$ cat src/include/serial_port_pkg.sv
// constants shared by the four-mode serial port: register addresses, field positions, modes, rates
// assumes a byte-wide special-register access port from the core
package serial_port_pkg;

  // ***************************************************************
  // register addresses and widths
  // ***************************************************************
  localparam int          ADDR_W          = 8;
  localparam logic [7:0]  ADDR_CONTROL    = 8'h98;
  localparam logic [7:0]  ADDR_DATA       = 8'h99;
  localparam logic [7:0]  CONTROL_RESET   = 8'h00;
  localparam logic [7:0]  DATA_RESET      = 8'h00;

  // ***************************************************************
  // control register field positions
  // ***************************************************************
  localparam int BIT_MODE_HI  = 7;
  localparam int BIT_MODE_LO  = 6;
  localparam int BIT_FILTER   = 5;
  localparam int BIT_RX_ALLOW = 4;
  localparam int BIT_TX_NINTH = 3;
  localparam int BIT_RX_NINTH = 2;
  localparam int BIT_TX_DONE  = 1;
  localparam int BIT_RX_DONE  = 0;

  // ***************************************************************
  // modes and rates
  // ***************************************************************
  typedef enum logic [1:0] {
    MODE_SHIFT = 2'b00,
    MODE_ASYNC8 = 2'b01,
    MODE_FIXED9 = 2'b10,
    MODE_VAR9 = 2'b11
  } serial_mode_t;

  localparam int OVERSAMPLE      = 16;  // samples per bit in async modes
  localparam int FIXED_DIV       = 64;  // core clocks per bit, fixed 9-bit mode
  localparam int T1_DIV          = 32;  // timer 1 overflows per bit
  localparam int T2_DIV          = 16;  // timer 2 overflows per bit
  localparam int SHIFT_HALF      = 6;   // core clocks per shift clock half period
  localparam int MID_SAMPLE      = 7;   // sample index at mid-bit
  localparam int TICK_CNT_W      = 6;
  localparam int FRAME8_BITS     = 10;
  localparam int FRAME9_BITS     = 11;
  localparam logic [3:0] DATA_BITS = 4'd8;

endpackage : serial_port_pkg

$ cat src/rtl/serial_rate_gen.sv
// rate divider: makes a sixteen-times-oversample tick for one direction of the serial port
// assumes timer overflow inputs are one-cycle pulses synchronous to mclk_i
`timescale 1ns/10ps
`default_nettype none
module serial_rate_gen
  import serial_port_pkg::*;
(
  input  wire logic mclk_i,
  input  wire logic rst_n_i,
  input  wire logic fixed_rate_i,
  input  wire logic baud_double_i,
  input  wire logic timer2_select_i,
  input  wire logic timer1_ovf_i,
  input  wire logic timer2_ovf_i,
  output logic      sample_tick_o
);
  import serial_port_pkg::*;

  logic [TICK_CNT_W-1:0] cnt_q;
  logic [TICK_CNT_W-1:0] limit;
  logic                  src_pulse;

  // ***************************************************************
  // source selection and divider limit
  // ***************************************************************
  // oversample tick is bit rate x16, so the limits below are divisors over 16
  always_comb begin
    if (fixed_rate_i) begin
      src_pulse = 1'b1;
      limit     = TICK_CNT_W'((baud_double_i ? FIXED_DIV / 2 : FIXED_DIV) / OVERSAMPLE);
    end else if (timer2_select_i) begin
      src_pulse = timer2_ovf_i;
      limit     = TICK_CNT_W'(T2_DIV / OVERSAMPLE);
    end else begin
      src_pulse = timer1_ovf_i;
      limit     = TICK_CNT_W'((baud_double_i ? T1_DIV / 2 : T1_DIV) / OVERSAMPLE);
    end
  end

  // ***************************************************************
  // counter
  // ***************************************************************
  always_ff @(posedge mclk_i) begin
    if (!rst_n_i) begin
      cnt_q <= '0;
    end else if (src_pulse) begin
      cnt_q <= (cnt_q + 1'b1 >= limit) ? '0 : cnt_q + 1'b1;
    end
  end

  assign sample_tick_o = src_pulse && (cnt_q + 1'b1 >= limit);

endmodule : serial_rate_gen
`default_nettype wire

$ cat src/rtl/serial_port_four_mode.sv
// four-mode serial port: control/status and data registers, transmitter, receiver
// assumes a single-cycle special-register access from the core and timer overflow pulses
`timescale 1ns/10ps
`default_nettype none

// How it works
// - transmit and receive run together in async modes; shift-mode reception waits for transmit idle; a newer byte is dropped while receive-done is still set.
// - data writes load transmit shifter; data reads return separate receive register.
// - two mode bits pick shift, 8-bit, fixed 9-bit or variable 9-bit mode.
// - 8-bit mode with filter set keeps receive-done low on bad stop bit.
// - 9-bit modes with filter set drop frames whose ninth bit is zero.
// - reception only while receive-allow bit is set.
// - 9-bit modes send the transmit ninth-bit field as ninth bit.
// - receive ninth-bit field holds ninth bit, or stop bit in 8-bit mode.
// - transmit-done set after eighth bit (shift) or at stop start; hardware never clears.
// - receive-done set after eighth bit (shift) or mid stop bit; software clears.
// - shift mode moves eight bits LSB first on data line, clock on transmit line.
// - shift-mode reception starts when receive-allow is one and receive-done zero.
// - 8-bit frame: start zero, eight data LSB first, stop one.
// - 8-bit mode loads a one stop bit into ninth shifter position.
// - variable modes take timer 1 or timer 2 ticks, separately per direction.
// - async receiver starts on falling edge, checks start bit, skips it.
// - final shift stores byte, ninth bit, flag only if flag clear and filter passes.
// - fixed 9-bit rate is core clock over 64, or 32 when doubled.
// - 9-bit frame has start, eight data, ninth bit, stop: eleven bits.
// - 9-bit transmit loads ninth bit behind data, starts at next tick.
// - variable 9-bit mode equals fixed mode with timer-derived rate.
// - any data write starts transmit; async reception starts on start bit with allow.
// - timer 1 rate is overflows over 32, or 16 when doubled.
// - sixteen timer 2 overflows make one bit time.
// - per-direction select bits route timer 2 ticks; clear uses timer 1.
module serial_port_four_mode
  import serial_port_pkg::*;
(
  input  wire logic                        mclk_i,
  input  wire logic                        rst_n_i,
  input  wire logic [serial_port_pkg::ADDR_W-1:0] sfr_addr_i,
  input  wire logic                        sfr_wr_i,
  input  wire logic                        sfr_rd_i,
  input  wire logic [7:0]                  sfr_wdata_i,
  output logic      [7:0]                  sfr_rdata_o,
  input  wire logic                        baud_double_i,
  input  wire logic                        tx_timer2_select_i,
  input  wire logic                        rx_timer2_select_i,
  input  wire logic                        timer1_ovf_i,
  input  wire logic                        timer2_ovf_i,
  input  wire logic                        rxd_i,
  output logic                             rxd_o,
  output logic                             rxd_oe_o,
  output logic                             txd_o
);
  import serial_port_pkg::*;

  // ***************************************************************
  // declarations
  // ***************************************************************
  typedef enum logic [1:0] {TX_IDLE, TX_WAIT, TX_SHIFT} tx_state_t;
  typedef enum logic [1:0] {RX_IDLE, RX_START, RX_DATA, RX_SHIFT} rx_state_t;

  serial_mode_t mode;
  logic       addr_filter_enable_q, rx_allow_q, tx_ninth_bit_q, rx_ninth_bit_q;
  logic       tx_done_flag_q, rx_done_flag_q;
  logic [1:0] mode_q;
  logic [7:0] rx_data_q;
  logic       wr_ctrl, wr_data, is_async;
  logic       tx_tick, rx_tick;

  tx_state_t  tx_state_q;
  logic [9:0] tx_shift_q;
  logic [3:0] tx_bits_q;
  logic [3:0] tx_phase_q;
  logic       txd_q, tx_set;

  rx_state_t  rx_state_q;
  logic [8:0] rx_shift_q;
  logic [3:0] rx_bits_q;
  logic [3:0] rx_phase_q;
  logic       rxd_prev_q, rx_set, rx_drop_last;
  logic [8:0] rx_final;

  logic [3:0] sh_div_q;
  logic       sh_clk_q, sh_rx_q, sh_edge_rise, sh_edge_fall;

  assign mode     = serial_mode_t'(mode_q);
  assign is_async = (mode != MODE_SHIFT);
  assign wr_ctrl  = sfr_wr_i && (sfr_addr_i == ADDR_CONTROL);
  assign wr_data  = sfr_wr_i && (sfr_addr_i == ADDR_DATA);

  function automatic logic tick_mid(input logic tick, input logic [3:0] phase);
    tick_mid = tick && (phase == 4'(MID_SAMPLE));
  endfunction : tick_mid

  // ***************************************************************
  // rate sources, one per direction so they may differ
  // ***************************************************************
  serial_rate_gen u_tx_rate (
    .mclk_i          (mclk_i),
    .rst_n_i         (rst_n_i),
    .fixed_rate_i    (mode == MODE_FIXED9),
    .baud_double_i   (baud_double_i),
    .timer2_select_i (tx_timer2_select_i),
    .timer1_ovf_i    (timer1_ovf_i),
    .timer2_ovf_i    (timer2_ovf_i),
    .sample_tick_o   (tx_tick)
  );

  serial_rate_gen u_rx_rate (
    .mclk_i          (mclk_i),
    .rst_n_i         (rst_n_i),
    .fixed_rate_i    (mode == MODE_FIXED9),
    .baud_double_i   (baud_double_i),
    .timer2_select_i (rx_timer2_select_i),
    .timer1_ovf_i    (timer1_ovf_i),
    .timer2_ovf_i    (timer2_ovf_i),
    .sample_tick_o   (rx_tick)
  );

  // ***************************************************************
  // control register
  // ***************************************************************
  // software bits plainly written
  always_ff @(posedge mclk_i) begin
    if (!rst_n_i) begin
      mode_q               <= CONTROL_RESET[BIT_MODE_HI:BIT_MODE_LO];
      addr_filter_enable_q <= CONTROL_RESET[BIT_FILTER];
      rx_allow_q           <= CONTROL_RESET[BIT_RX_ALLOW];
      tx_ninth_bit_q       <= CONTROL_RESET[BIT_TX_NINTH];
    end else if (wr_ctrl) begin
      mode_q               <= sfr_wdata_i[BIT_MODE_HI:BIT_MODE_LO];
      addr_filter_enable_q <= sfr_wdata_i[BIT_FILTER];
      rx_allow_q           <= sfr_wdata_i[BIT_RX_ALLOW];
      tx_ninth_bit_q       <= sfr_wdata_i[BIT_TX_NINTH];
    end
  end

  // done flags: a hardware set in the same cycle as a software write wins
  always_ff @(posedge mclk_i) begin
    if (!rst_n_i) begin
      tx_done_flag_q <= CONTROL_RESET[BIT_TX_DONE];
      rx_done_flag_q <= CONTROL_RESET[BIT_RX_DONE];
    end else begin
      if (tx_set)       tx_done_flag_q <= 1'b1;
      else if (wr_ctrl) tx_done_flag_q <= sfr_wdata_i[BIT_TX_DONE];
      if (rx_set)       rx_done_flag_q <= 1'b1;
      else if (wr_ctrl) rx_done_flag_q <= sfr_wdata_i[BIT_RX_DONE];
    end
  end

  // read mux; unmapped addresses read zero
  always_comb begin
    case (sfr_addr_i)
      ADDR_CONTROL: sfr_rdata_o = {mode_q, addr_filter_enable_q, rx_allow_q, tx_ninth_bit_q,
                                   rx_ninth_bit_q, tx_done_flag_q, rx_done_flag_q};
      ADDR_DATA:    sfr_rdata_o = rx_data_q;
      default:      sfr_rdata_o = 8'h00;
    endcase
  end

  // ***************************************************************
  // shift-mode clock: core clock over twelve
  // ***************************************************************
  always_ff @(posedge mclk_i) begin
    if (!rst_n_i || (tx_state_q != TX_SHIFT && rx_state_q != RX_SHIFT)) begin
      sh_div_q <= '0;
      sh_clk_q <= 1'b1;
    end else if (sh_div_q == 4'(SHIFT_HALF - 1)) begin
      sh_div_q <= '0;
      sh_clk_q <= ~sh_clk_q;
    end else begin
      sh_div_q <= sh_div_q + 4'd1;
    end
  end
  assign sh_edge_fall = (sh_div_q == 4'(SHIFT_HALF - 1)) && sh_clk_q;
  assign sh_edge_rise = (sh_div_q == 4'(SHIFT_HALF - 1)) && !sh_clk_q;

  // ***************************************************************
  // transmitter
  // ***************************************************************
  // a new write restarts the shifter even mid-frame; software is expected to wait
  always_ff @(posedge mclk_i) begin
    if (!rst_n_i) begin
      tx_state_q <= TX_IDLE;
      tx_shift_q <= '1;
      tx_bits_q  <= '0;
      tx_phase_q <= '0;
      txd_q      <= 1'b1;
    end else if (wr_data) begin
      // async: data then ninth/stop bit behind it, stop appended above
      tx_shift_q <= {1'b1, (mode == MODE_ASYNC8) ? 1'b1 : tx_ninth_bit_q, sfr_wdata_i};
      tx_bits_q  <= '0;
      tx_phase_q <= '0;
      tx_state_q <= is_async ? TX_WAIT : TX_SHIFT;
    end else begin
      case (tx_state_q)
        TX_IDLE: txd_q <= 1'b1;
        TX_WAIT: if (tx_tick) begin
          txd_q      <= 1'b0;  // start bit
          tx_state_q <= TX_SHIFT;
        end
        TX_SHIFT: if (!is_async) begin
          if (sh_edge_rise) begin
            tx_shift_q <= {1'b1, tx_shift_q[9:1]};
            tx_bits_q  <= tx_bits_q + 4'd1;
            if (tx_bits_q == DATA_BITS - 4'd1) tx_state_q <= TX_IDLE;
          end
        end else if (tx_tick) begin
          tx_phase_q <= tx_phase_q + 4'd1;
          if (tx_phase_q == 4'(OVERSAMPLE - 1)) begin
            txd_q      <= tx_shift_q[0];
            tx_shift_q <= {1'b1, tx_shift_q[9:1]};
            tx_bits_q  <= tx_bits_q + 4'd1;
            if (tx_bits_q == 4'((mode == MODE_ASYNC8) ? FRAME8_BITS - 1 : FRAME9_BITS - 1))
              tx_state_q <= TX_IDLE;
          end
        end
        default: tx_state_q <= TX_IDLE;
      endcase
    end
  end

  // transmit-done: end of eighth bit in shift mode, start of stop bit otherwise
  always_comb begin
    tx_set = 1'b0;
    if (tx_state_q == TX_SHIFT && !wr_data) begin
      if (!is_async)
        tx_set = sh_edge_rise && (tx_bits_q == DATA_BITS - 4'd1);
      else
        tx_set = tx_tick && (tx_phase_q == 4'(OVERSAMPLE - 1)) &&
                 (tx_bits_q == 4'((mode == MODE_ASYNC8) ? FRAME8_BITS - 2 : FRAME9_BITS - 2));
    end
  end

  // pins: shift mode drives data on receive line and clock on transmit line
  always_comb begin
    rxd_oe_o = (!is_async) && (tx_state_q == TX_SHIFT);  // line is an input while clocking data in
    rxd_o    = (tx_state_q == TX_SHIFT) ? tx_shift_q[0] : 1'b1;
    txd_o    = is_async ? txd_q : sh_clk_q;
  end

  // ***************************************************************
  // receiver
  // ***************************************************************
  // last bit seen: stop bit (8-bit) or ninth bit (9-bit) joins data
  assign rx_final = {rxd_i, rx_shift_q[8:1]};
  always_comb begin
    rx_drop_last = 1'b0;
    if (addr_filter_enable_q && mode == MODE_ASYNC8) rx_drop_last = !rxd_i;
    if (addr_filter_enable_q && mode[1])             rx_drop_last = !rx_shift_q[8];
  end

  always_ff @(posedge mclk_i) begin
    if (!rst_n_i) begin
      rxd_prev_q <= 1'b1;
    end else begin
      rxd_prev_q <= rxd_i;
    end
  end

  // shift mode: clock in on rising edge, eight bits
  // async: wait for falling edge, confirm mid-bit, sample each bit at mid-bit
  always_ff @(posedge mclk_i) begin
    if (!rst_n_i) begin
      rx_state_q     <= RX_IDLE;
      rx_shift_q     <= '0;
      rx_bits_q      <= '0;
      rx_phase_q     <= '0;
      rx_data_q      <= DATA_RESET;
      rx_ninth_bit_q <= CONTROL_RESET[BIT_RX_NINTH];
      rx_set         <= 1'b0;
    end else begin
      rx_set <= 1'b0;
      if (wr_ctrl) rx_ninth_bit_q <= sfr_wdata_i[BIT_RX_NINTH];
      case (rx_state_q)
        RX_IDLE: begin
          rx_bits_q  <= '0;
          rx_phase_q <= '0;
          if (!is_async && rx_allow_q && !rx_done_flag_q && !rx_set && tx_state_q == TX_IDLE)
            rx_state_q <= RX_SHIFT;
          else if (is_async && rx_allow_q && rxd_prev_q && !rxd_i)
            rx_state_q <= RX_START;
        end
        RX_START: if (rx_tick) begin
          rx_phase_q <= rx_phase_q + 4'd1;
          if (tick_mid(rx_tick, rx_phase_q))
            rx_state_q <= rxd_i ? RX_IDLE : RX_DATA;
        end
        RX_DATA: if (rx_tick) begin
          rx_phase_q <= rx_phase_q + 4'd1;
          if (tick_mid(rx_tick, rx_phase_q)) begin
            rx_bits_q <= rx_bits_q + 4'd1;
            if (rx_bits_q == DATA_BITS + ((mode == MODE_ASYNC8) ? 4'd0 : 4'd1)) begin
              // mid stop bit: the final shift
              rx_state_q <= RX_IDLE;
              if (!rx_done_flag_q && !rx_drop_last) begin
                rx_data_q      <= (mode == MODE_ASYNC8) ? rx_shift_q[8:1] : rx_shift_q[7:0];
                rx_ninth_bit_q <= (mode == MODE_ASYNC8) ? rxd_i : rx_shift_q[8];
                rx_set         <= 1'b1;
              end
            end else begin
              rx_shift_q <= rx_final;
            end
          end
        end
        RX_SHIFT: if (sh_edge_rise) begin
          rx_shift_q <= rx_final;
          rx_bits_q  <= rx_bits_q + 4'd1;
          if (rx_bits_q == DATA_BITS - 4'd1) begin
            rx_state_q <= RX_IDLE;
            rx_data_q  <= rx_final[8:1];
            rx_set     <= 1'b1;
          end
        end
        default: rx_state_q <= RX_IDLE;
      endcase
      if (!rx_allow_q) rx_state_q <= RX_IDLE;
    end
  end

endmodule : serial_port_four_mode
`default_nettype wire

$ cat config.mk
export PLATFORM = sky130hd
export DESIGN_NAME = serial_port_four_mode
export DESIGN_NICKNAME = d
export VERILOG_FILES = /design/src/include/serial_port_pkg.sv /design/src/rtl/serial_rate_gen.sv /design/src/rtl/serial_port_four_mode.sv
export SDC_FILE = /design/constraint.sdc
export NUM_CORES = 1
export LEC_CHECK = 0
export ABC_AREA = 1
export BUFFER_PORTS_ARGS = -buffer_cell sky130_fd_sc_hd__buf_2
export CAP_MARGIN = 10
export CORE_MARGIN = 2
export CORE_UTILIZATION = 40
export DETAILED_ROUTE_END_ITERATION = 8
export PLACE_DENSITY = 0.66
export SLEW_MARGIN = 20
export SYNTH_ARGS = -nofsm -noshare
export SYNTH_HDL_FRONTEND = slang
export SYNTH_SLANG_ARGS = --single-unit
$ cat constraint.sdc
create_clock -name mclk_i -period 3.01 [get_ports mclk_i]
set_clock_uncertainty 0.2 [all_clocks]
set_input_delay 0.602 -clock mclk_i [delete_from_list [all_inputs] [get_ports mclk_i]]
set_output_delay 0.602 -clock mclk_i [all_outputs]
set_load 0.02 [all_outputs]
==> results of run 1 <==
cells in the mapped netlist, types with 2 or more instances:
master,number
clkbuf_1,12
nor3_1,13
a211oi_1,5
o21bai_1,2
buf_2,2
nand2_1,149
buf_6,2
and3_1,2
ha_1,17
a31oi_1,6
o22ai_1,8
xor2_1,7
nor2_1,67
nand2_2,6
o21ai_1,2
inv_2,2
nand4_1,24
inv_1,82
xnor2_1,3
nor2_2,4
nand4_2,2
or2_2,3
dfxtp_1,74
nand2_4,2
nand3_1,41
a21oi_1,51
o21ai_0,29
power by group:
| group | switching, mW | internal (mW) | total, mW |
|---|---|---|---|
| registers | 0.0121 | 0.988 | 1.00 |
| logic | 0.0967 | 0.0598 | 0.157 |
| clock network | 0.409 | 0.400 | 0.809 |
| total | 0.518 | 1.45 | 1.97 |
state kept, by name, indices dropped and copies added (netlist names), 4 cells and up:
name and count:
tx_shift_q 9, rx_shift_q 9, u_rx_rate.cnt_q 6, u_tx_rate.cnt_q 6, tx_bits_q 4, rx_phase_q 4
rx_data_q 8, tx_phase_q 4, rx_bits_q 4, sh_div_q 4
through the flow:
| stage | setup slack, ns | power (mW) | cells | hold WS, ns | utilization |
|---|---|---|---|---|---|
| floorplan | 0.4458 | 1.129 | 628 | 0.2214 | - |
| global placement | 0.09312 | 1.175 | 790 | 0.2354 | 0.4400 |
| detailed placement | 0.05431 | 1.180 | 790 | 0.2493 | 0.4400 |
| CTS | 0.1456 | 1.996 | 806 | 0.2608 | 0.4604 |
| global route | 0.06327 | 2.058 | 806 | 0.2836 | 0.4615 |
| finish | 0.3089 | 1.966 | 806 | 0.2586 | 0.4615 |
final cells by class:
cell class / instances / area [um^2]
Clock buffer: 9 / 123.9
Sequential cell: 74 / 1483
Clock inverter: 7 / 86.33
Multi-Input combinational cell: 450 / 2312
Fill cell: 1059 / 5534
Inverter: 86 / 325.3
Timing Repair Buffer: 44 / 242.7
Tap cell: 136 / 170.2
worst min path at each step:
stage / from / end / slack, ns / cells after the start
final: rx_phase_q[3] / rx_phase_q[3] / 0.26 / 1
after global routing: rx_data_q[5] / rx_data_q[5] / 0.28 / 2
after CTS: rx_phase_q[3] / rx_phase_q[3] / 0.26 / 1
after detailed placement: rx_phase_q[3] / rx_phase_q[3] / 0.25 / 1
after global placement: rx_phase_q[3] / rx_phase_q[3] / 0.24 / 1
after floorplan: tx_shift_q[0] / tx_shift_q[0] / 0.22 / 2
logic make-up after synthesis:
| logic type | share of synthesized area |
|---|---|
| buffers and inverters | 0.09866 |
| flip-flops | 0.3529 |
| adder cells (fa/ha/maj) | 0.05067 |
| AND/OR/NAND/NOR | 0.3380 |
| AO/OA/AOI/OAI | 0.1389 |
| XOR/XNOR | 0.02087 |
repair_timing:
action                                  CTS  global route
endpoints found under the setup margin    0            17
gates resized for setup                   0             3
setup buffers                             0             0
hold endpoints to repair                  0             0
routing by layer:
layer,wire length [um],global-route usage
met1,4537,0.2195
met2,4503,0.2958
met3,399,0.04231
met4,86,0.04545
met5,0,0
worst max-delay path: stages, from the launching register on:
cell and delay [ns]:
dfxtp_1 0.41, inv_1 0.12, nand2_2 0.12, nor2_2 0.06, or2_2 0.30, ha_1 0.29, inv_1 0.04, o21bai_1 0.11
o21ai_1 0.08, nand2_1 0.06, inv_1 0.04, nand2_2 0.07, nand3_2 0.12, nand2_4 0.15, buf_4 0.18, nand3_4 0.11
nand2_1 0.09, a21oi_1 0.06
==> flow_summary.json, run 1 <==
{
  "status": "completed",
  "core_mm2": 0.01028,
  "diodes": 0,
  "holdBufCountCts": 0,
  "ys_warn_count": 0,
  "grt_max_degree": 25,
  "drt_pre_antenna_iters": 5,
  "reg2reg_from": "mode[0]",
  "synth_top_area_share": 0.3529,
  "fin_crit_sh": 0.8974,
  "syn_area_mm2": 0.004198,
  "setup_violations": 0,
  "cp-end-kind": "flop",
  "place_area_mm2": 0.004522,
  "clock_latency_ns": 0.35,
  "areaGrowthSynthToFinish_pct": 13.00,
  "netlist_top_cells_area": "dfxtp_1, nand2_1, inv_1",
  "synth_flop_cell": "dfxtp_1",
  "cts_tree": "yes",
  "slew_headroom": 0.6408,
  "ys_ff_latch": 74,
  "clock-sinks": 74,
  "fp.dieH_um": 106.4,
  "yosysSeqAreaShare": 0.3529,
  "avgSynthCellArea_um2": 6.684,
  "drc": 0,
  "mappedNetlistNets": 671,
  "required_ns": 3.05,
  "initial_utilization": 0.4084,
  "finalCriticalPeriod_ns": 2.701,
  "fp.dieArea_mm2": 0.01133,
  "hold_viol": 0,
  "routed_wl_um": 9526,
  "worst_pin_slew_ns": 0.5388,
  "async_flop_share": 0,
  "critPathLaunchType": "flop",
  "path_class": "reg -> reg",
  "fin_nets": 708,
  "ir_drop_uv": 217.7,
  "p_per_area_mw_per_mm2": 414.5,
  "wire_per_inst_um": 11.82,
  "layout-drive-gt1-share": 0.1284,
  "num_vias": 4037,
  "setup.worst_path.end": "rx_data_q[1]",
  "synth_edf_count": 0,
  "tns_ns": 0,
  "power_leakage_nw": 2.016,
  "drt-vias-per-instance": 5.009,
  "clockBufferDepth": 2,
  "finalMaxSlewViolations": 0,
  "maxCapViolCount": 0,
  "synth_largest_area_cell": "dfxtp_1",
  "io_pins": 37,
  "synth_cells": 628,
  "design_area_mm2": 0.004743,
  "min_path_type": "reg -> reg",
  "cp_max_fo": 10,
  "portBuffers": 35,
  "path_clk_slew_ns": 0.08,
  "drt.antenna.violating_nets": 0,
  "htreeDepth": 3,
  "final_cell_mix": "nand2_1, inv_1, dfxtp_1",
  "num_rows": 37,
  "antenna_found_initial": 0,
  "synthDistinctLibCells": 38,
  "final_common_cell": "nand2_1",
  "grt_usage": 0.1736,
  "reg2reg_slack_ns": 0.31,
  "die_w_um": 106.4,
  "gp_congestion": 0.8642,
  "crit_start": "mode[0]",
  "overflow": 0,
  "initialDrtViolationCount": 214,
  "rsz0062_at_grt": "no",
  "cp_data_arrival_time_ns": 2.74,
  "rr_worst_depth": 17,
  "dp_hpwl_um": 7245,
  "numCtsBuffers": 9,
  "grt_pass1_wl_um": 16250,
  "clockRootBuffer": "clkbuf_8",
  "grt_pass1_vias": 3727,
  "r2r-end": "rx_data_q[1]",
  "clock.fmax_mhz": 370.2
}
Note: power is estimated with default switching activity, not from simulation.
==> inputs of run 2 (changes only) <==
- ABC_CLOCK_PERIOD_IN_PS: unset -> 3010
- CORE_UTILIZATION: 40 -> 60
- GPL_TIMING_DRIVEN: unset -> 0
- PLACE_DENSITY: 0.66 -> 0.89
==> run 2 against run 1 <==
Setup slack got worse by 0.11 ns. Combinational power about the same. Fmax decreased by 3.9%. Clock power increased by 9.1%. Sequential share of layout area increased by 0.16 points. Clock-buffer cell count increased by 1. Worst hold slack improved by 0.0012 ns. Wire length increased by 7.7%. Critical endpoint is now rx_data_q[5]. Largest power group unchanged.
==> flow_summary.json, run 2 (synthesis results as in run 1) <==
{
  "setup_violations": 0,
  "dp_hpwl_um": 7424,
  "rsz0062_at_grt": "no",
  "io_pins": 37,
  "drt.antenna.violating_nets": 0,
  "initialDrtViolationCount": 275,
  "crit_slowest_cell": "dfxtp_2",
  "grt_usage": 0.2725,
  "htreeDepth": 3,
  "drc": 0,
  "final.fill_count": 550,
  "clockBufferDepth": 2,
  "multi_input_area_mm2": 0.002307,
  "clock_latency_ns": 0.36,
  "cp_data_arrival_time_ns": 2.90,
  "tns_ns": 0,
  "core_mm2": 0.006794,
  "clock.fmax_mhz": 355.6,
  "grt_pass1_vias": 3938,
  "fin_nets": 716,
  "grt_max_degree": 14,
  "fp.dieH_um": 87.65,
  "path_cells": "inv_1 > nand2_2 > nor2_2 > or2_2 > ha_1 > inv_1 > o21bai_1 > o21ai_1 > nand2_1 > inv_1 > nand2_2 > nand3_2 > nand2_2 > buf_6 > buf_6 > nand4_1 > a21oi_1",
  "routed_wl_um": 10260,
  "drt_pre_antenna_iters": 7,
  "numCtsBuffers": 9,
  "holdBufCountCts": 0,
  "critPathLaunchType": "flop",
  "die_w_um": 87.65,
  "antenna_found_initial": 0,
  "overflow": 0,
  "total_power_mw": 2.043,
  "num_rows": 30,
  "diodes": 0,
  "finish.utilization": 0.6952,
  "instances_no_fill": 774,
  "areaGrowthSynthToFinish_pct": 12.52,
  "cts_tree": "yes",
  "p_per_area_mw_per_mm2": 432.5,
  "cp_max_fo": 10,
  "post-place-cells": 758,
  "finalCriticalPeriod_ns": 2.812,
  "slowest_delay_ns": 0.38,
  "initial_utilization": 0.6179,
  "clockRootBuffer": "clkbuf_8",
  "fp.dieArea_mm2": 0.007682,
  "clock-sinks": 74,
  "cts_resized": 0,
  "cp-end-kind": "flop",
  "required_ns": 3.10,
  "design_area_mm2": 0.004723,
  "grt_pass1_wl_um": 16720,
  "post_cts_buffers": 0,
  "wire_per_inst_um": 13.25,
  "dpl_worst_slack_ns": 0.04557,
  "num_vias": 4357,
  "portBuffers": 34,
  "status": "completed",
  "min_path_type": "reg -> reg",
  "ir_drop_uv": 322.7,
  "layout-drive-gt1-share": 0.1195,
  "final_common_cell": "nand2_1",
  "reg_top3": "rx_shift_q: 9 flops, tx_shift_q: 9 flops, rx_data_q: 8 flops",
  "path_class": "reg -> reg",
  "place_area_mm2": 0.004488,
  "fin_crit_sh": 0.9342,
  "drt-vias-per-instance": 5.629,
  "hold_viol": 0,
  "worst_pin_slew_ns": 0.5910,
  "slew_headroom": 0.6060,
  "path_clk_slew_ns": 0.08,
  "power_leakage_nw": 2.013,
  "maxCapViolCount": 0,
  "finalMaxSlewViolations": 0,
  "fin_ws_ns": 0.1979,
  "final_cell_mix": "nand2_1, inv_1, dfxtp_1",
  "gp_congestion": 0.8757,
  "whs_ns": 0.2598,
  "regArea_mm2": 0.001484
}
run 2: area by class of cell:
type | instances | area share
Multi-Input combinational cell | 450 | 0.4885
Sequential cell | 74 | 0.3142
Inverter | 86 | 0.06887
Timing Repair Buffer | 34 | 0.03603
Clock buffer | 10 | 0.02914
Tap cell | 96 | 0.02543
Clock inverter | 6 | 0.01907
Buffer | 18 | 0.01881
run 2: layer usage:
| metal | global-route usage | part of all wire |
|---|---|---|
| met2 | 0.4787 | 0.50 |
| met3 | 0.05561 | 0.062 |
| met4 | 0.1441 | 0.037 |
| met5 | 0 | 0 |
| met1 | 0.3103 | 0.40 |
run 2: report_power, final:
part           switching [mW]  internal [mW]
clock network           0.393          0.491
logic                   0.100         0.0582
registers              0.0127          0.988
total                   0.506           1.54
run 2: worst max-delay path, delay by kind of cell (launching register included):
kind | cells | cell delay (ns)
simple gates | 8 | 0.98
buf+inv | 5 | 0.49
compound gates | 3 | 0.39
flops | 1 | 0.38
fa+ha+maj | 1 | 0.30
run 2: final timing paths:
| path | start | to | slack [ns] | cells after the start |
|---|---|---|---|---|
| hold reg to reg | u_rx_rate.cnt_q[5] | u_rx_rate.cnt_q[5] | 0.26 | 2 |
| setup reg to reg | mode[0] | rx_data_q[5] | 0.20 | 17 |
| setup / recovery | mode[0] | rx_data_q[5] | 0.20 | 17 |
| hold / removal | u_rx_rate.cnt_q[5] | u_rx_rate.cnt_q[5] | 0.26 | 2 |
==> inputs of run 3 (changes only) <==
--- a/constraint.sdc
+++ b/constraint.sdc
@@ -4,2 +4,2 @@
 set_output_delay 0.602 -clock mclk_i [all_outputs]
-set_load 0.02 [all_outputs]
+set_load 0.1 [all_outputs]
==> run 3 against run 2 <==
Clock power fell by 3.4%. First-iteration DRC count grew 17%. Power shrank 1.6%. Fmax up 0.27%. Die area did not move. Design area is 0.34% lower. Setup slack better by 0.0077 ns. Via count fell by 3.1%. Clock-buffer cell count did not move. Core utilization is 0.24 points lower. Sequential share of layout area rose by 0.082 points. Worst hold slack gained 0.0032 ns. Largest power group unchanged.
==> flow_summary.json, run 3 (synthesis results as in run 1) <==
{
  "grt_pass1_vias": 3737,
  "final_cell_mix": "nand2_1, inv_1, dfxtp_1",
  "routed_wl_um": 9871,
  "layout-drive-gt1-share": 0.1165,
  "slew_headroom": 0.6411,
  "num_rows": 30,
  "holdBufCountCts": 0,
  "fin_nets": 716,
  "fp.dieH_um": 87.65,
  "finish.utilization": 0.6928,
  "core_mm2": 0.006794,
  "clockBufferDepth": 2,
  "whs_ns": 0.2630,
  "clock.fmax_mhz": 356.6,
  "final_common_cell": "nand2_1",
  "hold_viol": 0,
  "reg_top3": "rx_shift_q: 9 flops, tx_shift_q: 9 flops, rx_data_q: 8 flops",
  "cp_max_fo": 10,
  "place_area_mm2": 0.004488,
  "rr_worst_depth": 17,
  "drt-vias-per-instance": 5.457,
  "clockRootBuffer": "clkbuf_8",
  "grt_usage": 0.2677,
  "antenna_found_initial": 0,
  "areaGrowthSynthToFinish_pct": 12.13,
  "die_w_um": 87.65,
  "fp.dieArea_mm2": 0.007682,
  "initialDrtViolationCount": 323,
  "power_leakage_nw": 2.006,
  "gp_congestion": 0.9073,
  "dp_hpwl_um": 7394,
  "cts_resized": 0,
  "cp-end-kind": "flop",
  "ir_drop_uv": 289.8,
  "setup_violations": 0,
  "drc": 0,
  "finalMaxSlewViolations": 0,
  "clock-sinks": 74,
  "diodes": 0,
  "holdPathEnd": "u_rx_rate.cnt_q[5]",
  "num_vias": 4224,
  "hold_depth": 2,
  "portBuffers": 34,
  "fin_crit_sh": 0.9317,
  "p_per_area_mw_per_mm2": 427.2,
  "cp_data_arrival_time_ns": 2.88,
  "post_cts_buffers": 0,
  "reg2reg_slack_ns": 0.21,
  "fin_ws_ns": 0.2056,
  "rsz0062_at_grt": "no",
  "finalCriticalPeriod_ns": 2.804,
  "drt.antenna.violating_nets": 0,
  "design_area_mm2": 0.004707,
  "maxCapViolCount": 0,
  "worst_pin_slew_ns": 0.5384,
  "path_class": "reg -> reg",
  "hp-start": "u_rx_rate.cnt_q[5]",
  "r2r-end": "rx_data_q[6]",
  "cts_tree": "yes",
  "path_clk_slew_ns": 0.08,
  "required_ns": 3.09,
  "drt_pre_antenna_iters": 5,
  "critPathLaunchType": "flop",
  "initial_utilization": 0.6179,
  "reg2reg_from": "mode[0]",
  "grt_pass1_wl_um": 16320,
  "status": "completed",
  "overflow": 0,
  "htreeDepth": 3,
  "min_path_type": "reg -> reg",
  "tns_ns": 0,
  "wire_per_inst_um": 12.75,
  "io_pins": 37,
  "clock_latency_ns": 0.35,
  "dpl_worst_slack_ns": 0.07631,
  "grt_max_degree": 14,
  "numCtsBuffers": 9
}
run 3: how the worst max path moves through the flow:
stage                   from              to  slack [ns]  cells past startpoint
5_1_grt              mode[0]    rx_data_q[6]        0.01                     17
3_3_place_gp   baud_double_i    rx_data_q[6]        0.15                     17
2_1_floorplan  sfr_addr_i[5]  sfr_rdata_o[0]       -0.40                      5
4_1_cts              mode[1]    rx_data_q[5]        0.20                     17
6_report             mode[0]    rx_data_q[6]        0.21                     17
3_5_place_dp   baud_double_i    rx_data_q[6]        0.08                     17
run 3: final cells by class:
| class | instances | area, um^2 |
|---|---|---|
| multi-input combinational | 450 | 2302 |
| fill | 550 | 2087 |
| sequential | 74 | 1483 |
| inverter | 86 | 325.3 |
| timing repair buffer | 34 | 170.2 |
| clock buffer | 10 | 127.6 |
| tap | 96 | 120.1 |
| clock inverter | 6 | 90.09 |
| buffer | 18 | 88.84 |
run 3: metal layers:
metal / track usage / routed length (um)
met5: 0 / 0
met4: 0.08531 / 145
met3: 0.06126 / 496
met2: 0.4573 / 4820
met1: 0.3351 / 4409
run 3: power breakdown:
group	internal, mW	switching (mW)
clock	0.470	0.383
combinational	0.0579	0.0986
sequential	0.988	0.0131
total	1.52	0.495
run 3: metrics by stage:
stage,total power [mW],instances
6_report,2.011,774
5_1_grt,2.082,774
4_1_cts,2.023,774
3_5_place_dp,1.179,758
3_3_place_gp,1.172,758
2_1_floorplan,1.129,628
run 3: worst max-delay path, cell delays in order (launching register included):
cell and delay [ns]:
dfxtp_1 0.40, inv_1 0.13, nand2_2 0.13, nor2_2 0.07, or2_2 0.30, ha_1 0.29
inv_1 0.04, o21bai_1 0.11, o21ai_1 0.08, nand2_1 0.06, inv_1 0.04, nand2_2 0.07
nand3_2 0.11, nand2_2 0.11, buf_6 0.15, buf_6 0.14, nand4_1 0.11, a21oi_1 0.18
